### config.mk
export PLATFORM = sky130hd
export DESIGN_NAME = compact_timer
export DESIGN_NICKNAME = d
export VERILOG_FILES = /design/src/rtl/compact_timer_pkg.sv /design/src/rtl/edge_sync.sv /design/src/rtl/tick_divider.sv /design/src/rtl/compact_timer.sv
export VERILOG_INCLUDE_DIRS = /design/src /design/src/rtl
export SDC_FILE = /design/constraint.sdc
export NUM_CORES = 1
export LEC_CHECK = 0
export BUFFER_PORTS_ARGS = -buffer_cell sky130_fd_sc_hd__buf_2
export CAP_MARGIN = 40
export CORE_ASPECT_RATIO = 0.9
export CORE_MARGIN = 2
export CORE_UTILIZATION = 55
export DETAILED_ROUTE_END_ITERATION = 10
export MAX_ROUTING_LAYER = met4
export PLACE_DENSITY = 0.8
export SKIP_LAST_GASP = 1
export SYNTH_ARGS = -nofsm -noshare
export SYNTH_HDL_FRONTEND = slang
export SYNTH_SLANG_ARGS = --single-unit
export TNS_END_PERCENT = 100
### constraint.sdc
create_clock -name ref_clk -period 3.3 [get_ports ref_clk]
set_input_delay 0.33 -clock ref_clk [delete_from_list [all_inputs] [get_ports ref_clk]]
set_output_delay 0.33 -clock ref_clk [all_outputs]
set_load 0.005 [all_outputs]
### src/rtl/compact_timer_regs.svh
/*
  Offsets, fields, reset values and codes of the compact timer.
  Assumes inclusion by bare name from the timer sources; definitions only.
*/
`ifndef COMPACT_TIMER_REGS_SVH
`define COMPACT_TIMER_REGS_SVH

// Byte addresses of the registers.
`define CT_ADDR_W        8
`define CT_OFF_CTRL0     8'h00
`define CT_OFF_CTRL1     8'h04
`define CT_OFF_CNT_LO    8'h08
`define CT_OFF_CNT_HI    8'h0c
`define CT_OFF_CMPA_LO   8'h10
`define CT_OFF_CMPA_HI   8'h14
`define CT_OFF_STATUS    8'h18

// Control register reset values.
`define CT_CTRL0_RST     8'h00
`define CT_CTRL1_RST     8'h00

// Status bits; a written one clears the flag.
`define CT_STAT_A_BIT    0
`define CT_STAT_P_BIT    1

// Clock source select codes.
`define CT_CK_SYS4       3'h0
`define CT_CK_SYS        3'h1
`define CT_CK_HI16       3'h2
`define CT_CK_HI64       3'h3
`define CT_CK_SUB0       3'h4
`define CT_CK_SUB1       3'h5
`define CT_CK_EXT_RISE   3'h6
`define CT_CK_EXT_FALL   3'h7

// Divider ratios.
`define CT_DIV_SYS       4
`define CT_DIV_HI16      16
`define CT_DIV_HI64      64

// Output function codes.
`define CT_IO_NONE       2'h0
`define CT_IO_LOW        2'h1
`define CT_IO_HIGH       2'h2
`define CT_IO_TOGGLE     2'h3

// Bus responses.
`define CT_RESP_OKAY     2'h0
`define CT_RESP_SLVERR   2'h2

`endif

### src/rtl/compact_timer_pkg.sv
/*
  Compact timer types: control layouts and modes.
  Assumes nothing.
*/
package compact_timer_pkg;

  // Modes; undefined 2'b01 acts as timer mode.
  typedef enum logic [1:0] {
    MODE_COMPARE = 2'b00,
    MODE_UNDEF   = 2'b01,
    MODE_PWM     = 2'b10,
    MODE_TIMER   = 2'b11
  } mode_t;

  // First control register, bit 7 down to bit 0.
  typedef struct packed {
    logic       counter_pause;
    logic [2:0] clock_source_select;
    logic       counter_run_enable;
    logic [2:0] period_compare_value;
  } ctrl0_t;

  // Second control register, bit 7 down to bit 0.
  typedef struct packed {
    mode_t      mode;
    logic [1:0] out_func;
    logic       out_init;
    logic       out_invert;
    logic       duty_swap;
    logic       counter_clear_select;
  } ctrl1_t;

endpackage

### src/rtl/edge_sync.sv
/*
  Two-stage synchroniser with edge detection.
  Assumes an asynchronous input and one clock.
*/
`timescale 1ns/1ps

module edge_sync (
  input  wire logic ref_clk,
  input  wire logic rst,
  input  wire logic pin,
  output logic      rise,
  output logic      fall
);

  logic meta_q;  // First stage, read only by the second.
  logic sync_q;  // Second stage, safe to use.
  logic prev_q;  // Delayed copy for edge detection.

  // Synchronise, then register the edges.
  always_ff @(posedge ref_clk)
  begin
    if (rst)
    begin
      meta_q <= 1'b0;
      sync_q <= 1'b0;
      prev_q <= 1'b0;
      rise   <= 1'b0;
      fall   <= 1'b0;
    end
    else
    begin
      meta_q <= pin;
      sync_q <= meta_q;
      prev_q <= sync_q;
      rise   <= sync_q & ~prev_q;
      fall   <= ~sync_q & prev_q;
    end
  end

endmodule

### src/rtl/tick_divider.sv
/*
  Divides a stream of one-cycle ticks by DIV, giving a registered one-cycle tick.
  Assumes in_tick is synchronous to ref_clk.
*/
`timescale 1ns/1ps

module tick_divider #(
  parameter int DIV = 4
) (
  input  wire logic ref_clk,
  input  wire logic rst,
  input  wire logic in_tick,
  output logic      out_tick
);

  localparam int CW = (DIV > 1) ? $clog2(DIV) : 1;

  if (DIV < 2)
  begin : g_bad_div
    $error("tick_divider needs DIV of at least 2");
  end

  logic [CW-1:0] cnt_q;  // Input ticks seen in this output period.

  // One output tick per DIV input ticks.
  always_ff @(posedge ref_clk)
  begin
    if (rst)
    begin
      cnt_q    <= '0;
      out_tick <= 1'b0;
    end
    else
    begin
      out_tick <= in_tick && (cnt_q == CW'(DIV - 1));
      if (in_tick)
      begin
        cnt_q <= (cnt_q == CW'(DIV - 1)) ? '0 : cnt_q + CW'(1);
      end
    end
  end

endmodule

### src/rtl/compact_timer.sv
/*
  Compact timer: 10-bit counter, two comparators, output pin,
  PWM, byte buffer, sticky flags, AXI4-Lite slave.
  Assumes high_clk_tick and sub_clk_tick are one-cycle
  ref_clk enables; the external pin may be asynchronous.
*/
// Implementation choices: the register addresses and the AXI4-Lite slave port.
// Function
// - Counter clock picked by 3-bit select.
// - External pin counts on chosen edge.
// - Separate A-match and period-match events.
// - Compare match sets, clears or toggles pin.
// - PWM appears on the same output pin.
// - Low byte write goes to holding buffer.
// - High byte write also copies buffer low.
// - High byte read captures low into buffer.
// - Low byte read returns holding buffer.
// - Ten-bit counter counting only upward.
// - Period value meets counter top three bits.
// - Compare A meets all ten counter bits.
// - Software clears counter only by run rising edge.
// - Overflow or selected match clears counter.
// - Compare, timer and PWM modes supported.
// - Select codes map to documented sources.
// - Period code times 128; zero overflows.
// - Clear select picks period or A match; PWM uses swap bit.
// - Pause holds count; resume from there.
`timescale 1ns/1ps
`include "compact_timer_regs.svh"

module compact_timer (
  input  wire logic                   ref_clk,
  input  wire logic                   rst,
  input  wire logic [`CT_ADDR_W-1:0]  s_axi_awaddr,
  input  wire logic                   s_axi_awvalid,
  output logic                        s_axi_awready,
  input  wire logic [31:0]            s_axi_wdata,
  input  wire logic [3:0]             s_axi_wstrb,
  input  wire logic                   s_axi_wvalid,
  output logic                        s_axi_wready,
  output logic [1:0]                  s_axi_bresp,
  output logic                        s_axi_bvalid,
  input  wire logic                   s_axi_bready,
  input  wire logic [`CT_ADDR_W-1:0]  s_axi_araddr,
  input  wire logic                   s_axi_arvalid,
  output logic                        s_axi_arready,
  output logic [31:0]                 s_axi_rdata,
  output logic [1:0]                  s_axi_rresp,
  output logic                        s_axi_rvalid,
  input  wire logic                   s_axi_rready,
  input  wire logic                   ext_count_clock_pin,
  input  wire logic                   high_clk_tick,
  input  wire logic                   sub_clk_tick,
  output logic                        timer_output_pin,
  output logic                        match_a_pulse,
  output logic                        match_p_pulse,
  output logic                        match_a_flag,
  output logic                        match_p_flag
);

  // Control state.
  compact_timer_pkg::ctrl0_t ctrl0_q;     // Pause, clock select, run, period.
  compact_timer_pkg::ctrl1_t ctrl1_q;     // Mode, output function, clear select.
  logic [9:0]                cmpa_q;      // Comparator A value.
  logic [7:0]                hold_q;      // Shared low byte holding buffer.
  logic                      run_prev_q;  // Run enable one cycle ago.

  // Counter and output state.
  logic [9:0]                cnt_q;       // The main counter.
  logic [9:0]                cnt_nxt;     // Counter plus one, wrapping.
  logic                      out_q;       // Compare mode output level.

  // Clock enables.
  logic                      tick_sys4;
  logic                      tick_hi16;
  logic                      tick_hi64;
  logic                      ext_rise;
  logic                      ext_fall;
  logic                      sel_tick;    // Enable of the chosen source.
  logic                      count_en;    // Counter steps this cycle.
  logic                      start;       // Run enable has just risen.

  // Comparator results.
  logic                      hit_a;
  logic                      hit_p;
  logic                      clear_by_a;
  logic                      cnt_clear;
  logic [9:0]                duty_val;
  logic                      pwm_active;
  logic                      pin_d;

  // Bus state.
  logic                      aw_full_q;
  logic [`CT_ADDR_W-1:0]     awaddr_q;
  logic                      w_full_q;
  logic [31:0]               wdata_q;
  logic [3:0]                wstrb_q;
  logic                      do_wr;
  logic                      wr_en;
  logic                      wr_mapped;
  logic                      rd_take;
  logic                      rd_mapped;
  logic [31:0]               rd_word;

  // Edge detection on the synchronised external pin.
  edge_sync u_ext_sync (
    .ref_clk (ref_clk),
    .rst     (rst),
    .pin     (ext_count_clock_pin),
    .rise    (ext_rise),
    .fall    (ext_fall)
  );

  // System clock divided by four.
  tick_divider #(.DIV(`CT_DIV_SYS)) u_div_sys4 (
    .ref_clk  (ref_clk),
    .rst      (rst),
    .in_tick  (1'b1),
    .out_tick (tick_sys4)
  );

  // High clock divided by sixteen.
  tick_divider #(.DIV(`CT_DIV_HI16)) u_div_hi16 (
    .ref_clk  (ref_clk),
    .rst      (rst),
    .in_tick  (high_clk_tick),
    .out_tick (tick_hi16)
  );

  // High clock divided by sixty-four.
  tick_divider #(.DIV(`CT_DIV_HI64)) u_div_hi64 (
    .ref_clk  (ref_clk),
    .rst      (rst),
    .in_tick  (high_clk_tick),
    .out_tick (tick_hi64)
  );

  // Pick the counter clock enable.
  always_comb
  begin
    case (ctrl0_q.clock_source_select)
      `CT_CK_SYS4:     sel_tick = tick_sys4;
      `CT_CK_SYS:      sel_tick = 1'b1;
      `CT_CK_HI16:     sel_tick = tick_hi16;
      `CT_CK_HI64:     sel_tick = tick_hi64;
      `CT_CK_SUB0:     sel_tick = sub_clk_tick;
      `CT_CK_SUB1:     sel_tick = sub_clk_tick;
      `CT_CK_EXT_RISE: sel_tick = ext_rise;
      `CT_CK_EXT_FALL: sel_tick = ext_fall;
      default:         sel_tick = 1'b0;
    endcase
  end

  // Pause gates the enable so the count is simply held.
  assign count_en = ctrl0_q.counter_run_enable & ~ctrl0_q.counter_pause & sel_tick;
  assign start    = ctrl0_q.counter_run_enable & ~run_prev_q;
  assign cnt_nxt  = cnt_q + 10'h001;

  // Matches are judged on the value the counter is about to take.
  always_comb
  begin
    if (ctrl0_q.period_compare_value == 3'h0)
    begin
      hit_p = count_en & (cnt_nxt == 10'h000);
    end
    else
    begin
      hit_p = count_en & (cnt_nxt[9:7] == ctrl0_q.period_compare_value)
                       & (cnt_nxt[6:0] == 7'h00);
    end
  end

  assign hit_a = count_en & (cnt_nxt == cmpa_q);

  // In PWM the period comparator is whichever the swap bit names.
  assign clear_by_a = (ctrl1_q.mode == compact_timer_pkg::MODE_PWM) ?
                      ctrl1_q.duty_swap : ctrl1_q.counter_clear_select;
  assign cnt_clear  = clear_by_a ? hit_a : hit_p;

  // Track run enable for its rising edge.
  always_ff @(posedge ref_clk)
  begin
    if (rst)
    begin
      run_prev_q <= 1'b0;
    end
    else
    begin
      run_prev_q <= ctrl0_q.counter_run_enable;
    end
  end

  // The counter; software cannot load it, only restart it.
  always_ff @(posedge ref_clk)
  begin
    if (rst)
    begin
      cnt_q <= 10'h000;
    end
    else if (start)
    begin
      cnt_q <= 10'h000;
    end
    else if (cnt_clear)
    begin
      cnt_q <= 10'h000;
    end
    else if (count_en)
    begin
      cnt_q <= cnt_nxt;  // Natural wrap at 1023 is the overflow.
    end
  end

  // Compare mode output level; restart returns it to its initial value.
  always_ff @(posedge ref_clk)
  begin
    if (rst)
    begin
      out_q <= 1'b0;
    end
    else if (start)
    begin
      out_q <= ctrl1_q.out_init;
    end
    else if (hit_a && ctrl1_q.mode == compact_timer_pkg::MODE_COMPARE)
    begin
      case (ctrl1_q.out_func)
        `CT_IO_LOW:    out_q <= 1'b0;
        `CT_IO_HIGH:   out_q <= 1'b1;
        `CT_IO_TOGGLE: out_q <= ~out_q;
        default:       out_q <= out_q;
      endcase
    end
  end

  // PWM duty is comparator A, or the period code when swapped.
  assign duty_val   = ctrl1_q.duty_swap ?
                      {ctrl0_q.period_compare_value, 7'h00} : cmpa_q;
  assign pwm_active = cnt_q < duty_val;

  // Form the pin level for the mode in force.
  always_comb
  begin
    case (ctrl1_q.mode)
      compact_timer_pkg::MODE_COMPARE:
      begin
        pin_d = out_q ^ ctrl1_q.out_invert;
      end
      compact_timer_pkg::MODE_PWM:
      begin
        case (ctrl1_q.out_func)
          `CT_IO_LOW:  pin_d = ctrl1_q.out_init;
          `CT_IO_HIGH: pin_d = pwm_active ? ctrl1_q.out_init : ~ctrl1_q.out_init;
          default:     pin_d = ~ctrl1_q.out_init;
        endcase
        pin_d = pin_d ^ ctrl1_q.out_invert;
      end
      default:
      begin
        pin_d = out_q;  // Timer mode leaves the pin alone.
      end
    endcase
  end

  // Register the pin and the event pulses.
  always_ff @(posedge ref_clk)
  begin
    if (rst)
    begin
      timer_output_pin <= 1'b0;
      match_a_pulse    <= 1'b0;
      match_p_pulse    <= 1'b0;
    end
    else
    begin
      timer_output_pin <= pin_d;
      match_a_pulse    <= hit_a;
      match_p_pulse    <= hit_p;
    end
  end

  // Sticky flags; a new event in the clearing cycle wins.
  always_ff @(posedge ref_clk)
  begin
    if (rst)
    begin
      match_a_flag <= 1'b0;
      match_p_flag <= 1'b0;
    end
    else
    begin
      match_a_flag <= hit_a | (match_a_flag & ~(wr_en && awaddr_q == `CT_OFF_STATUS
                      && wdata_q[`CT_STAT_A_BIT]));
      match_p_flag <= hit_p | (match_p_flag & ~(wr_en && awaddr_q == `CT_OFF_STATUS
                      && wdata_q[`CT_STAT_P_BIT]));
    end
  end

  // Address and data are caught separately, in either order.
  assign s_axi_awready = ~aw_full_q;
  assign s_axi_wready  = ~w_full_q;
  assign do_wr         = aw_full_q & w_full_q & ~s_axi_bvalid;
  // Only byte lane 0 carries register data.
  assign wr_en         = do_wr & wstrb_q[0];

  always_comb
  begin
    case (awaddr_q)
      `CT_OFF_CTRL0, `CT_OFF_CTRL1, `CT_OFF_CNT_LO, `CT_OFF_CNT_HI,
      `CT_OFF_CMPA_LO, `CT_OFF_CMPA_HI, `CT_OFF_STATUS: wr_mapped = 1'b1;
      default:                                         wr_mapped = 1'b0;
    endcase
  end

  // Write channel holding and response.
  always_ff @(posedge ref_clk)
  begin
    if (rst)
    begin
      aw_full_q    <= 1'b0;
      awaddr_q     <= '0;
      w_full_q     <= 1'b0;
      wdata_q      <= 32'h0;
      wstrb_q      <= 4'h0;
      s_axi_bvalid <= 1'b0;
      s_axi_bresp  <= `CT_RESP_OKAY;
    end
    else
    begin
      if (s_axi_awvalid && !aw_full_q)
      begin
        aw_full_q <= 1'b1;
        awaddr_q  <= s_axi_awaddr;
      end
      else if (do_wr)
      begin
        aw_full_q <= 1'b0;
      end
      if (s_axi_wvalid && !w_full_q)
      begin
        w_full_q <= 1'b1;
        wdata_q  <= s_axi_wdata;
        wstrb_q  <= s_axi_wstrb;
      end
      else if (do_wr)
      begin
        w_full_q <= 1'b0;
      end
      if (do_wr)
      begin
        s_axi_bvalid <= 1'b1;
        s_axi_bresp  <= wr_mapped ? `CT_RESP_OKAY : `CT_RESP_SLVERR;
      end
      else if (s_axi_bready)
      begin
        s_axi_bvalid <= 1'b0;
      end
    end
  end

  // Control and compare registers; counter is read only.
  always_ff @(posedge ref_clk)
  begin
    if (rst)
    begin
      ctrl0_q <= compact_timer_pkg::ctrl0_t'(`CT_CTRL0_RST);
      ctrl1_q <= compact_timer_pkg::ctrl1_t'(`CT_CTRL1_RST);
      cmpa_q  <= 10'h000;
    end
    else if (wr_en)
    begin
      case (awaddr_q)
        `CT_OFF_CTRL0:   ctrl0_q <= compact_timer_pkg::ctrl0_t'(wdata_q[7:0]);
        `CT_OFF_CTRL1:   ctrl1_q <= compact_timer_pkg::ctrl1_t'(wdata_q[7:0]);
        `CT_OFF_CMPA_HI: cmpa_q  <= {wdata_q[1:0], hold_q};
        default:         cmpa_q  <= cmpa_q;
      endcase
    end
  end

  // One read at a time, answered one cycle after it is taken.
  assign s_axi_arready = ~s_axi_rvalid;
  assign rd_take       = s_axi_arvalid & ~s_axi_rvalid;

  always_comb
  begin
    rd_mapped = 1'b1;
    case (s_axi_araddr)
      `CT_OFF_CTRL0:   rd_word = {24'h0, ctrl0_q};
      `CT_OFF_CTRL1:   rd_word = {24'h0, ctrl1_q};
      `CT_OFF_CNT_LO:  rd_word = {24'h0, hold_q};
      `CT_OFF_CNT_HI:  rd_word = {30'h0, cnt_q[9:8]};
      `CT_OFF_CMPA_LO: rd_word = {24'h0, hold_q};
      `CT_OFF_CMPA_HI: rd_word = {30'h0, cmpa_q[9:8]};
      `CT_OFF_STATUS:  rd_word = {30'h0, match_p_flag, match_a_flag};
      default:
      begin
        rd_word   = 32'h0;
        rd_mapped = 1'b0;
      end
    endcase
  end

  always_ff @(posedge ref_clk)
  begin
    if (rst)
    begin
      s_axi_rvalid <= 1'b0;
      s_axi_rdata  <= 32'h0;
      s_axi_rresp  <= `CT_RESP_OKAY;
    end
    else if (rd_take)
    begin
      s_axi_rvalid <= 1'b1;
      s_axi_rdata  <= rd_word;
      s_axi_rresp  <= rd_mapped ? `CT_RESP_OKAY : `CT_RESP_SLVERR;
    end
    else if (s_axi_rready)
    begin
      s_axi_rvalid <= 1'b0;
    end
  end

  // Holding buffer; software keeps the access order itself.
  always_ff @(posedge ref_clk)
  begin
    if (rst)
    begin
      hold_q <= 8'h00;
    end
    else if (wr_en && awaddr_q == `CT_OFF_CMPA_LO)
    begin
      hold_q <= wdata_q[7:0];
    end
    else if (rd_take && s_axi_araddr == `CT_OFF_CNT_HI)
    begin
      hold_q <= cnt_q[7:0];
    end
    else if (rd_take && s_axi_araddr == `CT_OFF_CMPA_HI)
    begin
      hold_q <= cmpa_q[7:0];
    end
  end

endmodule

# --- Yosys cells after proc, flatten, opt, wreduce, memory -nomap -nowiden ---
# Index checks and enable logic that the tools add are counted.
totals:
  input_bits: 62
  ff_bits: 128
  wordCells: 171
  output_inout_bits: 46
classes:
  n_bitwise: 31
  eq_ne: 28
  muxes: 29
  add_sub_neg: 4
  order_cmp: 1
  reduce_logical: 37
ops:
  columns: ["op", "n"]
  rows:
  - ["8-bit by 5-bit == test with 1-bit output (second input constant)", 6]
  - ["8-bit one-hot mux with 6 select lines", 1]
  - ["8-bit by 4-bit == test with 1-bit output (second input constant)", 4]
  - ["8-bit two-way mux", 3]
  - ["8-bit by 3-bit == test with 1-bit output (second input constant)", 2]
  - ["8-bit logical NOT", 2]
  - ["1-bit two-way mux", 16]
  - ["1-bit AND", 15]
  - ["7-bit OR reduction", 2]
  - ["3-bit == test (second input constant)", 4]
  - ["1-bit inverter", 12]
  - ["1-bit logical AND", 11]
  - ["10-bit by 1-bit adder with 10-bit output (second input constant)", 1]
  - ["10-bit == test", 1]
  - ["10-bit logical NOT", 1]
  - ["10-bit < comparator", 1]
  - ["10-bit two-way mux", 1]
  - ["2-bit nonzero test", 5]
  - ["2-bit == test (second input constant)", 4]
  - ["2-bit AND reduction", 4]
  - ["7-bit logical NOT", 1]
  - ["1-bit one-hot mux with 7 select lines", 1]
  - ["6-bit by 1-bit adder with 6-bit output (second input constant)", 1]
  - ["3-bit by 2-bit == test with 1-bit output (second input constant)", 2]
  - ["other kinds (21)", 29]

# --- Depth between registers and ports, before layout ---
# Gate-level depths: netlist (run 1).
logic_depth:
  word_depth: 9
  mapped_depth: 11

# --- By module ---
# A second synthesis (run 1) with hierarchy kept.
unflattened:
  hier_cells: 648
  hier_area_um2: 5505.3
by_module_without_submodules:
  columns: ["module", "cells_each", "seq_area_each_um2", "n_inst", "area_each_um2"]
  rows:
  - ["compact_timer", 576, 1641.6, 1, 4767.1]
  - ["tick_divider (u_div_hi64)", 28, 140.1, 1, 281.5]
  - ["tick_divider (u_div_hi16)", 23, 100.1, 1, 209.0]
  - ["edge_sync", 10, 100.1, 1, 133.9]
  - ["tick_divider (u_div_sys4)", 11, 60.1, 1, 113.9]

# --- Least setup slack after synthesis (run 1) ---
# Ideal clock, no wire load.
synth_path:
  kind: "reg2reg"
  start: "register cnt_q[1]"
  end: "register cnt_q[0]"
  setup_ps: 127
  required_time_ps: 3173
  path_slack_ps: 483
  path_stages_with_launch: 12
  t_arrival_ps: 2690
  path_cell_list: "dfxtp_1 ha_1 buf_4 and4_1 buf_4 nand2_1 or4b_1 o2bb2ai_1 or4_1 buf_2 o2111ai_4 nor2_1"
synth_via:
  elab_chain_len: 7
synth_lines:
  columns: ["element", "line", "source"]
  rows:
  - ["start: declaration", "compact_timer.sv:69", "logic [9:0] cnt_q;"]
  - ["start signal: assignment", "compact_timer.sv:210", "cnt_q <= cnt_nxt;"]
  - ["10-bit by 1-bit adder with 10-bit output *", "compact_timer.sv:157", "assign cnt_nxt = cnt_q + 10'h001;"]
  - ["3-bit == test", "compact_timer.sv:168", "hit_p = count_en & (cnt_nxt[9:7] == ctrl0_q.period_compare_value)"]
  - ["1-bit AND", "compact_timer.sv:168", null]
  - ["1-bit AND", "compact_timer.sv:169", "& (cnt_nxt[6:0] == 7'h00);"]
  - ["1-bit two-way mux", "compact_timer.sv:162", "if (ctrl0_q.period_compare_value == 3'h0)"]
  - ["1-bit two-way mux *", "compact_timer.sv:178", "assign cnt_clear = clear_by_a ? hit_a : hit_p;"]
  - ["3-bit OR reduction (no source line) *", null, null]
# Every way passes the cells marked *; elsewhere a longest branch is shown, timed or not.
# A chain may end at the register's enable or synchronous reset.

# --- Worst setup path after layout (run 1) ---
layout_path:
  start: "register cnt_q[0]"
  end: "register cnt_q[7]"
layout_via:
  elab_chain_len: 7
layout_lines:
  columns: ["element", "line"]
  rows:
  - ["10-bit by 1-bit adder with 10-bit output *", "compact_timer.sv:157"]
  - ["3-bit == test", "compact_timer.sv:168"]
  - ["1-bit AND", "compact_timer.sv:168"]
  - ["1-bit AND", "compact_timer.sv:169"]
  - ["1-bit two-way mux", "compact_timer.sv:162"]
  - ["1-bit two-way mux", "compact_timer.sv:178"]
  - ["3-bit OR reduction (no source line)", null]
# Marked as above.

==> results.ini, run 1 <==
[run_status]
run_status=completed

[cts]
cts_tree=built
htreeDepth=3
cts_inserted_buffers=9
clk_pin_slew_ns=0.12
cts_buffer_depth=2
clk_root_buffer_cell=clkbuf_8
clock_sink_count=102
post_cts_hold_buffer_count=0
worstSkewPairLatency_ns=0.38
cts_resized=0
cts.repair_timing.setup_buffer_count=0

[sta]
slew_headroom_pct=41.5
min_period_ns=2.98
worst_slack_ns=0.316
skew_ns=0.0169
tightestPinTransition_ns=0.876
report.final.hold_viol_count=0
min_period_over_period_pct=90.4
rsz_0062_raised_after_global_routing=no
fmax_mhz=335
fin_setup_tns_ns=0
finalMaxSlewViolations=0
setup_viol_count_final=0

[finish]
share_of_cells_above_drive_strength_1_pct=12.7
syn_to_final_growth_pct=8.34
post-route-util_pct=60.6
final_nets=757
num_antenna_cells=0
final_design_area_no_fill_mm2=0.00580

[power_and_ir_drop]
power.share.switching_pct=27.5
power.density_cell_area_mw_per_mm2=390
comb_power_share_pct=7.7
power_frac_clock_pct=34.8
power.ir.vdd_worst_mv=0.275
p_int_w=0.00164
power.static_leakage_nw=2.26
total_switching_power_w=0.000623
power.share.sequential_pct=57.5

[worst_setup_path]
worst_setup_path_end=cnt_q[7]
critical_path.max_fanout=10
critical_path_class=flop to flop
reg2reg_depth=8
critPathMaxStageDelay_ns=0.61
start_kind=flop
worst_reg2reg_endpoint=cnt_q[7]
crit_slowest_cell=or4_1
cp-end-kind=flop
crit_required_ns=3.56
crit_path_start=cnt_q[0]
worstPathArrival_ns=3.24
critical_path.cell_chain=ha_1 -> and4_1 -> nand2_1 -> or4b_1 -> o2bb2ai_1 -> or4_1 -> o2111ai_4 -> nor2_1
r2r_setup_slack_ns=0.32
worstReg2RegStart=cnt_q[0]

[synthesis]
synthTopCellsByArea=dfxtp_1 (38%), mux2i_1 (8.6%), nor2_1 (5.6%)
async_reset_ff_share_pct=0
cell_area_synth_mm2=0.00535
yosys_warnings=0
netlist.top_cell.by_area=dfxtp_1
postSynth.topFlopCell=dfxtp_1
synth_edf_count=0
synth_top_cell_area_share_pct=38.1
synth.cells.most_frequent=dfxtp_1 (102), nor2_1 (80), nand2_1 (74)
synth.yosys.seq_area_share_pct=38.1
synthesis.instances=641
ff_latch_count_synth=102
yosysMostFrequentCell=dfxtp_1
netlist-cell-type-count=55
postSynthAreaPerCell_um2=8.35

[drt]
final_antenna_net_count=0
average_wire_per_standard_cell_um=15.6
routed-via-count=4661
first_iter_violations=318
drcViolationCount=0
first_pass_iters=5
per_cell_via_count_in_the_routed_design=5.76
wirelength_mm=12.6

[die]
core_area_mm2=0.00957
x_dimension_of_the_die_um=108
row_count=34
ios=108
die_h_um=97.6
start_util_pct=55.9
fp.dieArea_mm2=0.0105

[global_routing]
vias_in_the_first_global_route=4417
globalRouteTotalUtil_pct=25.0
global_route_wire_length_before_repair_mm=20.7
grt_max_degree=43
antenna_found_initial=0
globalRouteOverflowTotal=0

[placement]
io_buffer_count=54
gp_routability_congestion=0.916
pre_cts_ws_ns=0.363
dp_hpwl_mm=9.27
placed_standard_cell_area_mm2=0.00560

[run]
max_cap_violations=0

[worst_hold_path]
timing.hold.worst.class=input pin to flop

-- critical path: cells and delay by family (launching register included) --
family,cells,cell delay (ns)
compound gates,2,0.53
fa+ha+maj,1,0.23
flops,1,0.57
simple gates,5,1.54
-- layout by cell type (no fill, tap or decap), types with 5 or more instances in the layout --
cell / count
dfxtp_1: 102
nor2_1: 80
nand2_1: 74
buf_2: 54
mux2i_1: 46
a21oi_1: 44
conb_1: 26
nor3_1: 20
ha_1: 17
nor2b_1: 16
xnor2_1: 16
xor2_1: 14
inv_1: 13
nand2b_1: 12
buf_4: 12
nand3_1: 11
o21ai_0: 11
clkbuf_8: 9
a211oi_1: 8
a22o_1: 8
a31oi_1: 7
nand4_1: 7
a22oi_1: 6
or4_1: 5
and3_1: 5
o21a_1: 5
-- metrics by stage --
step,total power [W],hold slack (ns),cells
2_1_floorplan,0.00146,0.383,666
3_5_place_dp,0.00150,0.413,793
3_3_place_gp,0.00149,0.391,793
6_report,0.00226,0.129,809
4_1_cts,0.00227,0.130,809
5_1_grt,0.00235,0.124,809
-- registers in the layout, summed over array words and instances, names as in the netlist, 2 cells and up --
| register | flops |
|---|---|
| s_axi_rdata | 8 |
| hold_q | 8 |
| u_div_sys4.cnt_q | 2 |
| wdata_q | 8 |
| cmpa_q | 10 |
| ctrl1_q | 8 |
| ctrl0_q | 8 |
| cnt_q | 10 |
| u_div_hi64.cnt_q | 6 |
| u_div_hi16.cnt_q | 4 |
| awaddr_q | 8 |
-- per-layer routing --
metal  wire length, um  up-vias  track usage (%)
met2              6100      167             40.6
met3               764       28             4.96
met1              5520     2205             31.7
met5                 0        -                -
met4               223        0             6.90
li1                  -     2261                -
-- logic make-up (layout without fill, tap and decap cells) --
kind of cell	Yosys count	after routing	synth area share, %
simple gates	249	249	21.9
compound gates	118	118	14.8
flops	102	102	38.1
buf+inv	78	95	7.67
mux	46	46	8.60
xor+xnor	30	30	4.91
fa+ha+maj	17	17	3.97
other cells	1	26	0.0700
-- final cells by class --
cell class | instances | area [um2]
Tap cell | 126 | 158
Timing Repair Buffer | 66 | 360
Clock inverter | 7 | 72.6
Clock buffer | 9 | 124
Inverter | 13 | 48.8
Multi-Input combinational cell | 486 | 3000
Sequential cell | 102 | 2040
Fill cell | 853 | 3770
-- worst min-delay path by stage --
stage | from | cells past startpoint | slack (ns) | end
final | s_axi_rready | 2 | 0.13 | s_axi_rvalid
after global routing | s_axi_rready | 2 | 0.12 | s_axi_rvalid
after CTS | s_axi_rready | 2 | 0.13 | s_axi_rvalid
after detailed placement | u_ext_sync.prev_q | 1 | 0.41 | u_ext_sync.rise
after global placement | u_ext_sync.prev_q | 1 | 0.39 | u_ext_sync.rise
after floorplan | u_ext_sync.prev_q | 1 | 0.38 | u_ext_sync.rise
-- power by group through the flow --
stage	sequential, W	combinational, W	clock, W
after floorplan	0.00132	0.000142	0
after global placement	0.00133	0.000167	0
after detailed placement	0.00133	0.000174	0
after CTS	0.00130	0.000175	0.000794
after global routing	0.00131	0.000198	0.000846
final	0.00130	0.000175	0.000788
Power figures use the tool's default switching activity.
==> run 2, diff against run 1 <==
Settings changed: CORE_UTILIZATION 55 to 30, PLACE_DENSITY 0.8 to 0.52.
==> run 2 against run 1 <==
Against the previous run: maximum frequency rose by 1.2%; hold slack gained 0.015 ns; die area increased by 80%; largest power group unchanged; first-iteration DRC count decreased by 26%; via count decreased by 3.6%; worst setup slack improved by 0.036 ns; non-clock buffer count up 4; clock skew is 0.0091 ns lower; global-route usage shrank 9.6 points; power is 11% higher.
==> results.ini, run 2 (synthesis gave the netlist of run 1 again) <==
[drt]
first_iter_violations=236
dr_wl_met2_mm=6.18
drcViolationCount=0
first_pass_iters=4
met3RoutedLength_um=481
highest_layer=met4
wl_met1_mm=6.62
average_wire_per_standard_cell_um=14.6
per_cell_via_count_in_the_routed_design=4.85
final_antenna_net_count=0
routed-via-count=4493
wirelength_mm=13.5

[die]
die_h_um=131
row_count=46
ios=108
x_dimension_of_the_die_um=145
core_area_mm2=0.0176
start_util_pct=30.5
fp.dieArea_mm2=0.0189

[global_routing]
vias_in_the_first_global_route=4190
global_route_wire_length_before_repair_mm=21.9
grt_max_degree=32
globalRouteOverflowTotal=0
globalRouteTotalUtil_pct=15.5
antenna_found_initial=0

[power_and_ir_drop]
power.static_leakage_nw=2.32
power.ir.vdd_worst_mv=0.306
power.density_cell_area_mw_per_mm2=415
power.total_w=0.00251

[worst_setup_path]
cp.depth=8
r2r_setup_slack_ns=0.35
crit_path_start=cnt_q[1]
cp-end-kind=flop
worst-path-buf-inv=0
worst_reg2reg_endpoint=cnt_q[9]
worst_setup_path_end=cnt_q[9]
worstPathArrival_ns=3.18
critical_path_class=flop to flop
critical_path.cell_chain=ha_1 -> and4_1 -> nand2_1 -> or4b_1 -> o2bb2ai_1 -> or4_1 -> o2111ai_4 -> nor2_1
start_kind=flop
reg2reg_depth=8
critical_path.max_fanout=10
critical_path.top_delay_family=simple AND/OR/NAND/NOR gates
crit_required_ns=3.53
critPathMaxStageDelay_ns=0.60
worstReg2RegStart=cnt_q[1]
crit_slowest_cell=or4_1

[cts]
cts_inserted_buffers=9
worstSkewPairLatency_ns=0.36
cts.repair_timing.setup_buffer_count=0
post_cts_hold_buffer_count=0
clock_sink_count=102
htreeDepth=3
clk_pin_slew_ns=0.08
cts_tree=built
cts_buffer_depth=2
clk_root_buffer_cell=clkbuf_16
cts_resized=0

[finish]
share_of_cells_above_drive_strength_1_pct=13.1
largestRegisters=cmpa_q x10, cnt_q x10
most_frequent_standard_cell_in_the_layout_excluding_fill_and_tap_cells=dfxtp_1
final_cells=927
syn_to_final_growth_pct=13.2
post-route-util_pct=34.5
num_antenna_cells=0
final_nets=761
final_cell_mix=dfxtp_1 (102), nor2_1 (80), nand2_1 (74)

[placement]
place.detailed.instances=911
dp_hpwl_mm=10.2
gp_routability_congestion=0.851
io_buffer_count=54

[sta]
report.final.hold_viol_count=0
slew_headroom_pct=42.2
min_period_over_period_pct=89.3
min_period_ns=2.95
tightestPinTransition_ns=0.865
fmax_mhz=339
rsz_0062_raised_after_global_routing=no
finalMaxSlewViolations=0
skew_ns=0.00785
setup_viol_count_final=0
fin_setup_tns_ns=0

[worst_hold_path]
timing.hold.worst_path_depth=2
timing.hold.worst.class=input pin to flop

[run_status]
run_status=completed

[run]
max_cap_violations=0

[run 2: final cells by class]
class / instances / area (um2)
fillers: 1862 / 11500
multi-input cells: 486 / 3000
well taps: 240 / 300
flip-flops and latches: 102 / 2040
clock inverters: 6 / 52.6
clock buffers: 10 / 229
inverters: 13 / 48.8
repair buffers: 70 / 390
[run 2: routing by layer]
metal	global-route usage [%]	vias to the layer above
met1	20.9	2109
met4	4.74	0
met3	3.46	20
met2	23.1	101
met5	-	-
li1	-	2263
[run 2: worst min-delay path by stage]
stage	endpoint	startpoint
2_1_floorplan	u_ext_sync.rise	u_ext_sync.prev_q
3_3_place_gp	u_ext_sync.rise	u_ext_sync.prev_q
3_5_place_dp	u_ext_sync.rise	u_ext_sync.prev_q
4_1_cts	s_axi_rvalid	s_axi_rready
5_1_grt	s_axi_rvalid	s_axi_rready
6_report	s_axi_rvalid	s_axi_rready
[run 2: power breakdown]
part	switching (W)	total (W)	internal [W]	leakage, nW
logic	0.000103	0.000176	0.0000732	1.35
clock network	0.000509	0.00104	0.000527	0.137
registers	0.0000332	0.00130	0.00127	0.829
[run 2: worst register-to-register path, delay by kind of cell, from the launching register on]
family	cells	cell delay, ns
flops	1	0.50
fa+ha+maj	1	0.24
simple gates	5	1.55
compound gates	2	0.53
[run 2: stage by stage]
stage	hold WS (ns)	instance area, um2	setup WS [ns]
floorplan	0.383	5450	0.483
global placement	0.394	5780	0.428
detailed placement	0.404	5780	0.365
CTS	0.136	6060	0.353
global route	0.143	6060	0.193
finish	0.145	6060	0.352
==> run 3, diff against run 2 <==
Settings changed: CELL_PAD_IN_SITES_DETAIL_PLACEMENT set to 0, CELL_PAD_IN_SITES_GLOBAL_PLACEMENT set to 2, PLACE_DENSITY 0.52 to 0.78.
Clock period 3.3 ns to 3.65 ns, I/O delays scaled along.
==> run 3 against run 2 <==
Against the previous run: hold slack improved by 0.041 ns; clock power fell by 6%; flip-flop and latch count did not move; critical endpoint is now cnt_q[2]; clock skew fell by 0.0021 ns; sequential share of layout area rose by 0.17 points; die area did not move; maximum frequency fell by 9.7%.
==> results.ini, run 3 (synthesis gave the netlist of run 1 again) <==
[sta]
finalMaxSlewViolations=0
fmax_mhz=306
rsz_0062_raised_after_global_routing=no
fin_setup_tns_ns=0
worst_slack_ns=0.384
report.final.hold_viol_count=0
setup_viol_count_final=0
tightestPinTransition_ns=0.885
min_period_ns=3.27
slew_headroom_pct=40.9
min_period_over_period_pct=89.5
skew_ns=0.00578

[placement]
io_buffer_count=54
gp_routability_congestion=0.819
pre_cts_ws_ns=0.414
dp_hpwl_mm=10.3
placed_standard_cell_area_mm2=0.00572

[worst_setup_path]
critical_path.max_fanout=10
cp-end-kind=flop
worstReg2RegStart=cnt_q[0]
worst_reg2reg_endpoint=cnt_q[2]
critical_path_class=flop to flop
crit_required_ns=3.88
start_kind=flop
worstPathArrival_ns=3.50
reg2reg_depth=8
r2r_setup_slack_ns=0.38

[die]
ios=108
start_util_pct=30.5
die_h_um=131
fp.dieArea_mm2=0.0189
core_area_mm2=0.0176
x_dimension_of_the_die_um=145
row_count=46

[global_routing]
vias_in_the_first_global_route=4156
grt_max_degree=34
global_route_wire_length_before_repair_mm=21.7
globalRouteOverflowTotal=0
globalRouteTotalUtil_pct=15.3
antenna_found_initial=0

[finish]
syn_to_final_growth_pct=12.6
area_taken_by_flip_flops_and_latches_mm2=0.00204
final_design_area_no_fill_mm2=0.00603
multi_input_comb_area_mm2=0.00300
final_nets=754
final_cell_mix=dfxtp_1 (102), nor2_1 (80), nand2_1 (74)
fillerInstances=1874
num_antenna_cells=0
most_frequent_standard_cell_in_the_layout_excluding_fill_and_tap_cells=dfxtp_1
largestRegisters=cmpa_q x10, cnt_q x10
share_of_cells_above_drive_strength_1_pct=12.4

[run_status]
run_status=completed

[drt]
drcViolationCount=0
final_antenna_net_count=0
average_wire_per_standard_cell_um=15.0
per_cell_via_count_in_the_routed_design=4.79
first_pass_iters=4
wirelength_mm=13.8
routed-via-count=4410
first_iter_violations=326

[worst_hold_path]
timing.hold.worst.class=input pin to flop
hp-start=s_axi_rready
worst_hold_path.endpoint=s_axi_rvalid
timing.hold.worst_path_depth=2

[cts]
worstSkewPairLatency_ns=0.35
htreeDepth=3
cts_inserted_buffers=9
clk_root_buffer_cell=clkbuf_16
clk_pin_slew_ns=0.08
post_cts_hold_buffer_count=0
cts_resized=0
cts.repair_timing.setup_buffer_count=0
cts_tree=built
clock_sink_count=102
cts_buffer_depth=2

[power_and_ir_drop]
power.density_cell_area_mw_per_mm2=384
power.static_leakage_nw=2.29
power.ir.vdd_worst_mv=0.248

[run]
max_cap_violations=0

==> run 3: through the flow <==
stage                     utilization [%]  hold WS, ns  power (W)  instances
after detailed placement             32.6        0.395    0.00136        904
after global placement               32.6        0.388    0.00136        904
final                                34.3        0.186    0.00231        920
after CTS                            34.3        0.179    0.00235        920
after global routing                 34.3        0.175    0.00242        920
after floorplan                         -        0.383    0.00132        666
==> run 3: per-layer routing <==
| metal | GRT usage [%] | vias up | wire length [um] | share of wire (%) |
|---|---|---|---|---|
| met2 | 22.7 | 75 | 6060 | 44 |
| met3 | 4.08 | 15 | 545 | 4.0 |
| li1 | - | 2250 | - | - |
| met5 | - | - | 0 | 0 |
| met1 | 20.6 | 2070 | 6940 | 50 |
| met4 | 4.34 | 0 | 220 | 1.6 |
==> run 3: how the worst max path moves through the flow <==
stage                        start       end  slack [ns]  depth (start not counted)
after floorplan           cnt_q[1]  cnt_q[0]        0.83                         11
after global placement    cnt_q[0]  cnt_q[0]        0.47                          8
after detailed placement  cnt_q[0]  cnt_q[7]        0.41                          8
after CTS                 cnt_q[0]  cnt_q[2]        0.39                          8
after global routing      cnt_q[0]  cnt_q[9]        0.17                          8
final                     cnt_q[0]  cnt_q[2]        0.38                          8
==> run 3: cell type report <==
class	count	share of cell area, %
multi-input combinational	486	49.7
sequential	102	33.9
timing repair buffer	63	5.60
tap	240	4.98
clock buffer	9	3.74
clock inverter	7	1.31
inverter	13	0.809
==> run 3: where the power goes <==
group	switching, W	total, W	internal (W)
logic	0.0000935	0.000160	0.0000661
registers	0.0000304	0.00118	0.00115
clock network	0.000486	0.000978	0.000492
==> run 3: critical path, stage by stage, from the launching register on <==
cell and delay, ns:
dfxtp_1 0.55, ha_1 0.39, and4_1 0.38, nand2_1 0.11, or4b_1 0.53, o2bb2ai_1 0.13, or4_1 0.59, o2111ai_4 0.37
nor2_1 0.10
